## src/srbw_pkg.sv

```systemverilog
package srbw_pkg;
  localparam int CNT_W = 16;
  localparam int SET_W = 8;
  localparam int CLK_PERIOD_NS = 8;
  // ------------------------------------------------------------
  // timing, ns as given, cycles derived (least: round up)
  // ------------------------------------------------------------
  localparam int TON_FLOOR_NS = 55;
  localparam int TOFF_FLOOR_NS = 70;
  localparam int NEEDLE_MAX_NS = 100;
  localparam int FIXED_TON_NS = 200;
  localparam int FIXED_TOFF_NS = 1000;
  localparam int SET_STEP_NS = 16;
  localparam int RECOVERY_NS = 8000;
  localparam int DIS_ENTRY_NS = 20000;
  localparam int DIS_END_NS = 4000;
  localparam logic [CNT_W-1:0] TON_FLOOR_CYC =
    CNT_W'((TON_FLOOR_NS + CLK_PERIOD_NS - 1) / CLK_PERIOD_NS);
  localparam logic [CNT_W-1:0] TOFF_FLOOR_CYC =
    CNT_W'((TOFF_FLOOR_NS + CLK_PERIOD_NS - 1) / CLK_PERIOD_NS);
  localparam int NEEDLE_MAX_CYC = NEEDLE_MAX_NS / CLK_PERIOD_NS;
  localparam logic [CNT_W-1:0] FIXED_TON_CYC =
    CNT_W'((FIXED_TON_NS + CLK_PERIOD_NS - 1) / CLK_PERIOD_NS);
  localparam logic [CNT_W-1:0] FIXED_TOFF_CYC =
    CNT_W'((FIXED_TOFF_NS + CLK_PERIOD_NS - 1) / CLK_PERIOD_NS);
  localparam logic [CNT_W-1:0] SET_STEP_CYC =
    CNT_W'((SET_STEP_NS + CLK_PERIOD_NS - 1) / CLK_PERIOD_NS);
  // recovery is an upper bound: round down
  localparam logic [CNT_W-1:0] RECOVERY_CYC = CNT_W'(RECOVERY_NS / CLK_PERIOD_NS);
  localparam logic [CNT_W-1:0] DIS_ENTRY_CYC =
    CNT_W'((DIS_ENTRY_NS + CLK_PERIOD_NS - 1) / CLK_PERIOD_NS);
  localparam logic [CNT_W-1:0] DIS_END_CYC =
    CNT_W'((DIS_END_NS + CLK_PERIOD_NS - 1) / CLK_PERIOD_NS);
  localparam logic [CNT_W-1:0] CNT_MAX = 16'hFFFF;
  localparam logic [1:0] STRAP_CAPTURE = 2'h3;
  // ------------------------------------------------------------
  // synchroniser lanes
  // ------------------------------------------------------------
  localparam int SI_TRIG = 0;
  localparam int SI_REARM = 1;
  localparam int SI_ONCMP = 2;
  localparam int SI_OFFCMP = 3;
  localparam int SI_NEG = 4;
  localparam int SI_ADJ = 5;
  localparam int SI_TON = 6;
  localparam int SI_TOFF = SI_TON + SET_W;
  localparam int SYNC_W = SI_TOFF + SET_W;
  typedef enum logic [2:0] {
    ST_RECOVER = 3'h0,
    ST_WAKE = 3'h1,
    ST_ARMED = 3'h3,
    ST_ON = 3'h2,
    ST_OFF_WAIT = 3'h6,
    ST_OFF_BLANK = 3'h7,
    ST_DISABLED = 3'h5
  } srbw_state_t;
endpackage

```

## src/srbw_top.sv

```systemverilog
`timescale 1ns/1ps
module srbw_top (
  input wire logic CLOCK_IN, // 125 MHz
  input wire logic RESET_IN, // async, active high
  input wire logic TRIGGER_DISABLE_INPUT_IN, // trigger_disable_input pin
  input wire logic CS_ABOVE_REARM_IN, // drain above rearm_threshold
  input wire logic CS_BELOW_ON_IN, // drain below turn_on_threshold
  input wire logic CS_ABOVE_OFF_IN, // turn-off comparator
  input wire logic CS_NEGATIVE_IN, // drain below zero
  input wire logic LIGHT_LOAD_WAKE_IN, // light_load_detect wake pulse, same clock
  input wire logic ADJUST_SEL_IN, // strap: 1 adjustable, 0 fixed
  input wire logic [srbw_pkg::SET_W-1:0] TON_SETTING_IN, // min on-time setting
  input wire logic [srbw_pkg::SET_W-1:0] TOFF_SETTING_IN, // min off-time setting
  output logic GATE_DRIVE_OUT, // gate_drive_output request
  output logic DISABLED_OUT, // in disable mode
  output logic NORMAL_OUT // normal switching mode
);
  import srbw_pkg::*;

  // ------------------------------------------------------------
  // input synchronisers
  // ------------------------------------------------------------
  logic [SYNC_W-1:0] s1_q, s2_q;
  logic [1:0] prev_q; // [0] trig, [1] rearm, taken from s2 only
  always_ff @(posedge CLOCK_IN or posedge RESET_IN) begin
    if (RESET_IN) begin
      s1_q <= '0;
      s2_q <= '0;
      prev_q <= 2'h0;
    end else begin
      // settings are quasi-static; a moving setting may be off by one step for a cycle
      s1_q <= {TOFF_SETTING_IN, TON_SETTING_IN, ADJUST_SEL_IN, CS_NEGATIVE_IN,
               CS_ABOVE_OFF_IN, CS_BELOW_ON_IN, CS_ABOVE_REARM_IN, TRIGGER_DISABLE_INPUT_IN};
      s2_q <= s1_q;
      prev_q <= {s2_q[SI_REARM], s2_q[SI_TRIG]};
    end
  end
  logic trig, rearm_hi, on_cmp, off_cmp, neg, trig_rise, trig_edge, rearm_edge;
  assign trig = s2_q[SI_TRIG];
  assign rearm_hi = s2_q[SI_REARM];
  assign on_cmp = s2_q[SI_ONCMP];
  assign off_cmp = s2_q[SI_OFFCMP];
  assign neg = s2_q[SI_NEG];
  assign trig_rise = trig & ~prev_q[0];
  assign trig_edge = trig ^ prev_q[0];
  assign rearm_edge = rearm_hi ^ prev_q[1];

  // ------------------------------------------------------------
  // variant strap and blanking lengths
  // ------------------------------------------------------------
  logic [1:0] strap_cnt_q;
  logic adjust_q;
  always_ff @(posedge CLOCK_IN or posedge RESET_IN) begin
    if (RESET_IN) begin
      strap_cnt_q <= 2'h0;
      adjust_q <= 1'b0;
    end else if (strap_cnt_q != STRAP_CAPTURE) begin
      // caught once, after the synchroniser has filled; frozen until next reset
      strap_cnt_q <= strap_cnt_q + 2'h1;
      if (strap_cnt_q + 2'h1 == STRAP_CAPTURE) begin
        adjust_q <= s2_q[SI_ADJ];
      end
    end
  end
  logic [CNT_W-1:0] ton_len, toff_len;
  always_comb begin
    logic [CNT_W-1:0] ton_raw;
    logic [CNT_W-1:0] toff_raw;
    ton_raw = CNT_W'(s2_q[SI_TON +: SET_W]) * SET_STEP_CYC;
    toff_raw = CNT_W'(s2_q[SI_TOFF +: SET_W]) * SET_STEP_CYC;
    if (!adjust_q) begin
      ton_raw = FIXED_TON_CYC;
      toff_raw = FIXED_TOFF_CYC;
    end
    ton_len = (ton_raw < TON_FLOOR_CYC) ? TON_FLOOR_CYC : ton_raw;
    toff_len = (toff_raw < TOFF_FLOOR_CYC) ? TOFF_FLOOR_CYC : toff_raw;
  end

  // ------------------------------------------------------------
  // trigger level duration
  // ------------------------------------------------------------
  logic [CNT_W-1:0] trig_cnt_q;
  always_ff @(posedge CLOCK_IN or posedge RESET_IN) begin
    if (RESET_IN) begin
      trig_cnt_q <= '0;
    end else if (trig_edge) begin
      trig_cnt_q <= '0;
    end else if (trig_cnt_q != CNT_MAX) begin
      trig_cnt_q <= trig_cnt_q + 16'h0001;
    end
  end
  logic dis_enter, dis_exit;
  // on the edge cycle the count still holds the length of the previous level
  assign dis_enter = trig & ~trig_edge & (trig_cnt_q >= DIS_ENTRY_CYC);
  assign dis_exit = ~trig & ~trig_edge & (trig_cnt_q >= DIS_END_CYC - 16'h0001);

  // ------------------------------------------------------------
  // sequencer
  // ------------------------------------------------------------
  srbw_state_t state_q, state_d;
  logic [CNT_W-1:0] cnt_q, cnt_d, cnt_inc;
  assign cnt_inc = (cnt_q == CNT_MAX) ? cnt_q : cnt_q + 16'h0001;
  always_comb begin
    state_d = state_q;
    cnt_d = cnt_inc;
    unique case (state_q)
      ST_DISABLED: begin
        if (dis_exit) begin
          state_d = ST_RECOVER;
          cnt_d = '0;
        end
      end
      ST_RECOVER: begin
        // trigger going high again does not interrupt this count
        if (cnt_q >= RECOVERY_CYC - 16'h0001) begin
          state_d = ST_WAKE;
          cnt_d = '0;
        end
      end
      ST_WAKE: begin
        if (!rearm_hi || neg || rearm_edge) begin
          cnt_d = '0;
        end else if (cnt_q >= toff_len - 16'h0001) begin
          state_d = ST_ARMED;
          cnt_d = '0;
        end
      end
      ST_ARMED: begin
        // a high trigger level also blocks turn-on
        if (on_cmp && !trig) begin
          state_d = ST_ON;
          cnt_d = '0;
        end
      end
      ST_ON: begin
        if (trig_rise) begin
          state_d = ST_OFF_WAIT;
        end else if (cnt_q >= ton_len - 16'h0001 && off_cmp) begin
          state_d = ST_OFF_WAIT;
        end
      end
      ST_OFF_WAIT: begin
        if (rearm_hi) begin
          state_d = ST_OFF_BLANK;
          cnt_d = '0;
        end
      end
      ST_OFF_BLANK: begin
        if (rearm_edge) begin
          cnt_d = '0;
        end else if (cnt_q >= toff_len - 16'h0001) begin
          state_d = ST_ARMED;
          cnt_d = '0;
        end
      end
      default: begin
        state_d = ST_WAKE;
        cnt_d = '0;
      end
    endcase
    if (dis_enter && state_q != ST_DISABLED && state_q != ST_RECOVER) begin
      state_d = ST_DISABLED;
      cnt_d = '0;
    end
    if (LIGHT_LOAD_WAKE_IN) begin
      // light-load wake recovers exactly like a trigger exit
      state_d = ST_RECOVER;
      cnt_d = '0;
    end
  end
  always_ff @(posedge CLOCK_IN or posedge RESET_IN) begin
    if (RESET_IN) begin
      state_q <= ST_WAKE;
      cnt_q <= '0;
    end else begin
      state_q <= state_d;
      cnt_q <= cnt_d;
    end
  end

  // ------------------------------------------------------------
  // outputs
  // ------------------------------------------------------------
  always_ff @(posedge CLOCK_IN or posedge RESET_IN) begin
    if (RESET_IN) begin
      GATE_DRIVE_OUT <= 1'b0;
      DISABLED_OUT <= 1'b0;
      NORMAL_OUT <= 1'b0;
    end else begin
      GATE_DRIVE_OUT <= (state_d == ST_ON);
      DISABLED_OUT <= (state_d == ST_DISABLED);
      NORMAL_OUT <= (state_d == ST_ARMED) || (state_d == ST_ON) ||
                    (state_d == ST_OFF_WAIT) || (state_d == ST_OFF_BLANK);
    end
  end

  logic quiet;
  assign quiet = !LIGHT_LOAD_WAKE_IN && !dis_enter;
endmodule

```

## config.mk

```make
export PLATFORM = sky130hd
export DESIGN_NAME = srbw_top
export DESIGN_NICKNAME = d
export VERILOG_FILES = /design/src/srbw_pkg.sv /design/src/srbw_top.sv
export SDC_FILE = /design/constraint.sdc
export NUM_CORES = 1
export LEC_CHECK = 0
export BUFFER_PORTS_ARGS = -buffer_cell sky130_fd_sc_hd__buf_4
export CORE_MARGIN = 2
export CORE_UTILIZATION = 61
export DETAILED_ROUTE_END_ITERATION = 10
export PLACE_DENSITY = 0.83
export SLEW_MARGIN = 20
export SYNTH_ARGS = -nofsm -noshare
export SYNTH_HDL_FRONTEND = slang
export SYNTH_SLANG_ARGS = --single-unit
```

## constraint.sdc

```tcl
create_clock -name CLOCK_IN -period 4.2 [get_ports CLOCK_IN]
set_input_delay 1.05 -clock CLOCK_IN [delete_from_list [all_inputs] [get_ports CLOCK_IN]]
set_output_delay 1.05 -clock CLOCK_IN [all_outputs]
set_load 0.05 [all_outputs]
```

## Yosys cells after proc, flatten, opt, wreduce, memory -nomap -nowiden

Index checks and enable logic that the tools add are counted.

- $lt $le $gt $ge: 7
- Eq/ne operators: 16
- Reductions and logical operators: 15
- $add $sub $neg: 5
- Mux-type cells: 29
- Bitwise operators: 10

Operators by type and width:

| kind | count |
|---|---|
| 16-bit 2-to-1 mux | 14 |
| 16-bit case mux with 7 select lines | 1 |
| 3-bit 2-to-1 mux | 11 |
| 16-bit by 1-bit adder with 16-bit output, second input constant | 2 |
| 16-bit >= comparator | 2 |
| 16-bit by 1-bit subtractor with 16-bit output, second input constant | 2 |
| 3-bit case mux with 7 select lines | 1 |
| 3-bit equality test, second input constant | 6 |
| 9-bit 2-to-1 mux | 2 |
| 16-bit equality test, second input constant | 1 |
| 16-bit by 10-bit >= comparator with 1-bit output, second input constant | 1 |
| 16-bit by 12-bit >= comparator with 1-bit output, second input constant | 1 |
| 16-bit by 9-bit >= comparator with 1-bit output, second input constant | 1 |
| 16-bit by 3-bit < comparator with 1-bit output, second input constant | 1 |
| 16-bit by 4-bit < comparator with 1-bit output, second input constant | 1 |
| 16-bit inequality test, second input constant | 1 |
| 3-bit by 2-bit equality test with 1-bit output, second input constant | 4 |
| 1-bit bitwise AND | 5 |
| 1-bit logical OR | 5 |
| 1-bit logical AND | 4 |
| 3-bit by 1-bit equality test with 1-bit output, second input constant | 1 |
| 3-bit zero test | 1 |
| 3-bit inequality test, second input constant | 1 |
| 1-bit inverter | 3 |
| 8 further kinds | 10 |

- Output and inout bits: 3
- Register bits: 87
- Word-level logic and storage cells: 93

## Depth between registers and ports, before layout

- Depth after elaboration: 15
- Depth in mapped cells: 16

## Worst setup path before layout

Ideal clock, no wire load.

- Kind: register to register
- From: register adjust_q
- To: register cnt_q[12]
- Path slack: 0.654 ns
- Data required time: 4.131 ns
- Stages on the path, launching flop included: 16
- Arrival time: 3.477 ns
- Buffers on the path: 1
- Cells stage by stage: dfrtp_1 clkinv_1 a31oi_1 ha_1 nor3b_1 nand4_1 o311ai_0 ha_1 nand4_1 nor3_1 or3_1 a211oi_2 nand3_1 a41o_4 buf_8 nor2_4

- Word-level cells in the longest chain between the ends: 10
- Elaborated cells on any way between the ends: 11
- Classes of those cells: 1 x add/sub; 2 x order compare; 8 x mux

Ends and longest elaborated chain:

| element | RTL line | source |
|---|---|---|
| start, declared | srbw_top.sv:52 | `logic adjust_q;` |
| start signal, assigned | srbw_top.sv:61 | `adjust_q <= s2_q[SI_ADJ];` |
| 9-bit 2-to-1 mux * | srbw_top.sv:71 | `if (!adjust_q) begin` |
| 16-bit by 4-bit < comparator with 1-bit output | srbw_top.sv:76 | `toff_len = (toff_raw < TOFF_FLOOR_CYC) ? TOFF_FLOOR_CYC : toff_raw;` |
| 16-bit 2-to-1 mux * | srbw_top.sv:76 |  |
| 16-bit by 1-bit subtractor with 16-bit output * | srbw_top.sv:123, srbw_top.sv:151 |  |
| 16-bit >= comparator * | srbw_top.sv:123, srbw_top.sv:151 |  |
| 16-bit 2-to-1 mux * | srbw_top.sv:123, srbw_top.sv:151 |  |
| 16-bit 2-to-1 mux, on equally long branches | srbw_top.sv:149, srbw_top.sv:121 |  |
| 16-bit case mux with 7 select lines * | srbw_top.sv:106 | `unique case (state_q)` |
| 16-bit 2-to-1 mux * | srbw_top.sv:161 | `if (dis_enter && state_q != ST_DISABLED && state_q != ST_RECOVER) begin` |
| 16-bit 2-to-1 mux * | srbw_top.sv:165 | `if (LIGHT_LOAD_WAKE_IN) begin` |
| via cnt_d[12] | srbw_top.sv:101 | `logic [CNT_W-1:0] cnt_q, cnt_d, cnt_inc;` |
| end signal, assigned | srbw_top.sv:177 | `cnt_q <= cnt_d;` |
| end, declared | srbw_top.sv:101 |  |

The timed path passes the listed nets; every way through them passes the cells marked *.
A chain may end at the register's enable or synchronous reset.

## Worst setup path after layout

- From: register s2_q[20]
- To: register cnt_q[14]

- Word-level cells in the longest chain between the ends: 10
- Elaborated cells on any way between the ends: 11
- Classes of those cells: 1 x add/sub; 2 x order compare; 8 x mux

Ends and longest elaborated chain:

| element | RTL line | source |
|---|---|---|
| start, declared | srbw_top.sv:23 | `logic [SYNC_W-1:0] s1_q, s2_q;` |
| start signal, assigned | srbw_top.sv:34 | `s2_q <= s1_q;` |
| 9-bit 2-to-1 mux * | srbw_top.sv:71 |  |
| 16-bit by 4-bit < comparator with 1-bit output | srbw_top.sv:76 |  |
| 16-bit 2-to-1 mux * | srbw_top.sv:76 |  |
| 16-bit by 1-bit subtractor with 16-bit output * | srbw_top.sv:123, srbw_top.sv:151 |  |
| 16-bit >= comparator * | srbw_top.sv:123, srbw_top.sv:151 |  |
| 16-bit 2-to-1 mux * | srbw_top.sv:123, srbw_top.sv:151 |  |
| 16-bit 2-to-1 mux, on equally long branches | srbw_top.sv:149, srbw_top.sv:121 |  |
| 16-bit case mux with 7 select lines * | srbw_top.sv:106 |  |
| 16-bit 2-to-1 mux * | srbw_top.sv:161 |  |
| 16-bit 2-to-1 mux * | srbw_top.sv:165 |  |
| via cnt_d[14] | srbw_top.sv:101 |  |

Marks and branches as above.

==> flow_summary.json <==
{
  "status": "finished, final reports clean",
  "finalWirelength_mm": 8.76,
  "core_mm2": 0.00718,
  "crit_family": "compound AO/OA/AOI/OAI gates",
  "grt_overflow_total": 0,
  "path_clk_slew_ns": 0.10,
  "drtIter0Drc": 143,
  "slowest_delay_ns": 0.63,
  "critPathArrivalTime_ns": 4.10,
  "dpl.hpwl_mm": 6.34,
  "first_pass_iters": 4,
  "crit_buf_inv": 0,
  "hold_class": "flop to flop",
  "viasPerCell": 5.81,
  "avgSynthCellArea_um2": 10.4,
  "final_antenna_net_count": 0,
  "grt_pass1_wl_mm": 14.9,
  "die_w_um": 89.7,
  "finalClockSkew_ns": 0.0176,
  "post_drt_wl_per_cell_um": 15.1,
  "cts.htree.levels": 3,
  "drv_cap": 0,
  "clk_path_buf_depth": 2,
  "start_util_pct": 62.4,
  "cts_setup_buffers": 0,
  "fill_cells": 535,
  "cts_buffers": 9,
  "crit_path_end_kind": "flop",
  "period_share_pct": 91.8,
  "yosys_register_bits": 86,
  "path_cells": "nor3_1 > a31oi_1 > nand2_1 > ha_1 > nor3b_2 > nand4_1 > o311ai_2 > ha_1 > nand4_1 > a2111oi_0 > a211oi_2 > nand3_1 > a41o_4 > nor3_1",
  "p_per_area_mw_per_mm2": 324,
  "synth_cells": 430,
  "final_common_cell": "dfrtp_1",
  "portBuffers": 27,
  "grt_max_degree": 38,
  "finalHoldViolations": 0,
  "cp_max_fo": 16,
  "drv_slew": 0,
  "yosysSeqAreaShare_pct": 48.1,
  "cts_tree": "built",
  "die_h_um": 89.7,
  "synth_warnings": 0,
  "multi_input_area_mm2": 0.00228,
  "slowest_stage": "a2111oi_0",
  "tns_ns": 0,
  "synth_cell_types": 52,
  "synthArstFlopShare_pct": 100,
  "setup_viol": 0,
  "drive_gt1_share_pct": 13.7,
  "clkSinkCount": 86,
  "total_leakage_power_nw": 2.30,
  "synthToLayoutAreaGrowth_pct": 13.1,
  "netlist_area_mm2": 0.00448,
  "nNetsFinal": 543,
  "period_needed_ns": 3.86,
  "finish.instance_area_mm2": 0.00507,
  "max_freq_mhz": 259,
  "insertion_delay_ns": 0.38,
  "die_area_mm2": 0.00804,
  "relSlewSlack_pct": 54.7,
  "drc_errors": 0,
  "place_area_mm2": 0.00484,
  "vias": 3369,
  "layout_common_cells": "85 x dfrtp_1, 42 x ha_1, 41 x nor2_1, 34 x nand2_1, 31 x buf_4",
  "antennaDiodeCount": 0,
  "ir_drop_uv": 267,
  "synthFlopType": "dfrtp_1",
  "track_usage_pct": 24.6,
  "grt_pass1_vias": 3271,
  "rows": 31,
  "regArea_mm2": 0.00215,
  "io-pin-count": 28,
  "hold_ws_ns": 0.333,
  "worstSetupPathType": "flop to flop",
  "power_w": 0.00164,
  "grt_antenna_before_repair": 0,
  "required_ns": 4.44,
  "tightest_slew_ns": 0.662,
  "clockRootBuffer": "clkbuf_8",
  "start_kind": "flop",
  "synth_edf_count": 0,
  "gp_congestion": 0.873,
  "rsz0062_at_grt": "false"
}
## metrics by stage
| stage | utilization, % | worst slack, ns | std cells |
|---|---|---|---|
| after global routing | 70.6 | 0.0684 | 580 |
| after detailed placement | 67.4 | 0.0964 | 564 |
| after CTS | 70.4 | 0.0637 | 580 |
| final | 70.6 | 0.343 | 580 |
| after global placement | 67.4 | 0.301 | 564 |
| after floorplan | - | 0.654 | 443 |
## per-layer routing
layer | track usage, % | share of wire [%]
met3 | 4.84 | 4.5
met2 | 39.0 | 48
met4 | 12.8 | 4.3
met5 | 0 | 0
met1 | 32.4 | 43
## state kept, by name (all words and copies together) (netlist names), 2 cells and up
register,flops
cnt_q,16
prev_q,2
s1_q,22
s2_q,22
state_q,2
strap_cnt_q,2
trig_cnt_q,16
## where the power goes
part | switching (W) | internal [W]
Clock | 0.000321 | 0.000302
Combinational | 0.0000780 | 0.0000573
Sequential | 0.0000252 | 0.000857
## cell type report
type | count | area share (%)
flip-flops and latches | 86 | 42.5
multi-input cells | 332 | 45.0
inverters | 16 | 1.21
repair buffers | 31 | 4.59
clock inverters | 6 | 1.56
clock buffers | 10 | 2.72
well taps | 99 | 2.44
## cell usage after synthesis (6+ instances only)
master   number  area share (%)
nand4_1      20             2.8
nand2_1      34             2.8
dfrtp_1      85              47
nor3_1       16             1.8
nor2_1       41             3.4
xnor2_1      15             2.9
a21oi_1      17             1.9
xor2_1       20             3.9
nor2_4       10             2.5
inv_1        15             1.3
nand3_1      21             2.3
and3_1        6            0.84
ha_1         42              12
o21ai_0      15             1.7
## logic make-up after synthesis
logic type	synth area share, %
XOR/XNOR	6.84
adder cells (fa/ha/maj)	11.7
other	0.0837
multiplexers	0.670
flip-flops	48.1
AO/OA/AOI/OAI	9.13
buffers and inverters	2.40
AND/OR/NAND/NOR	21.1
## worst paths after layout
kind | startpoint | to | slack, ns | depth (start not counted)
max | s2_q[20] | cnt_q[14] | 0.34 | 14
max reg2reg | s2_q[20] | cnt_q[14] | 0.34 | 14
min reg2reg | s1_q[6] | s2_q[6] | 0.33 | 0
max in group asynchronous | RESET_IN | s1_q[14] | 2.77 | 3
min in group asynchronous | RESET_IN | trig_cnt_q[1] | 0.66 | 2
min | s1_q[6] | s2_q[6] | 0.33 | 0
## repair_timing
| item | CTS | global route |
|---|---|---|
| resized for setup | 0 | 4 |
| endpoints found under the hold margin | 0 | 0 |
| setup endpoints to repair | 0 | 18 |
| hold buffers | 0 | 0 |
Power figures use the tool's default switching activity.
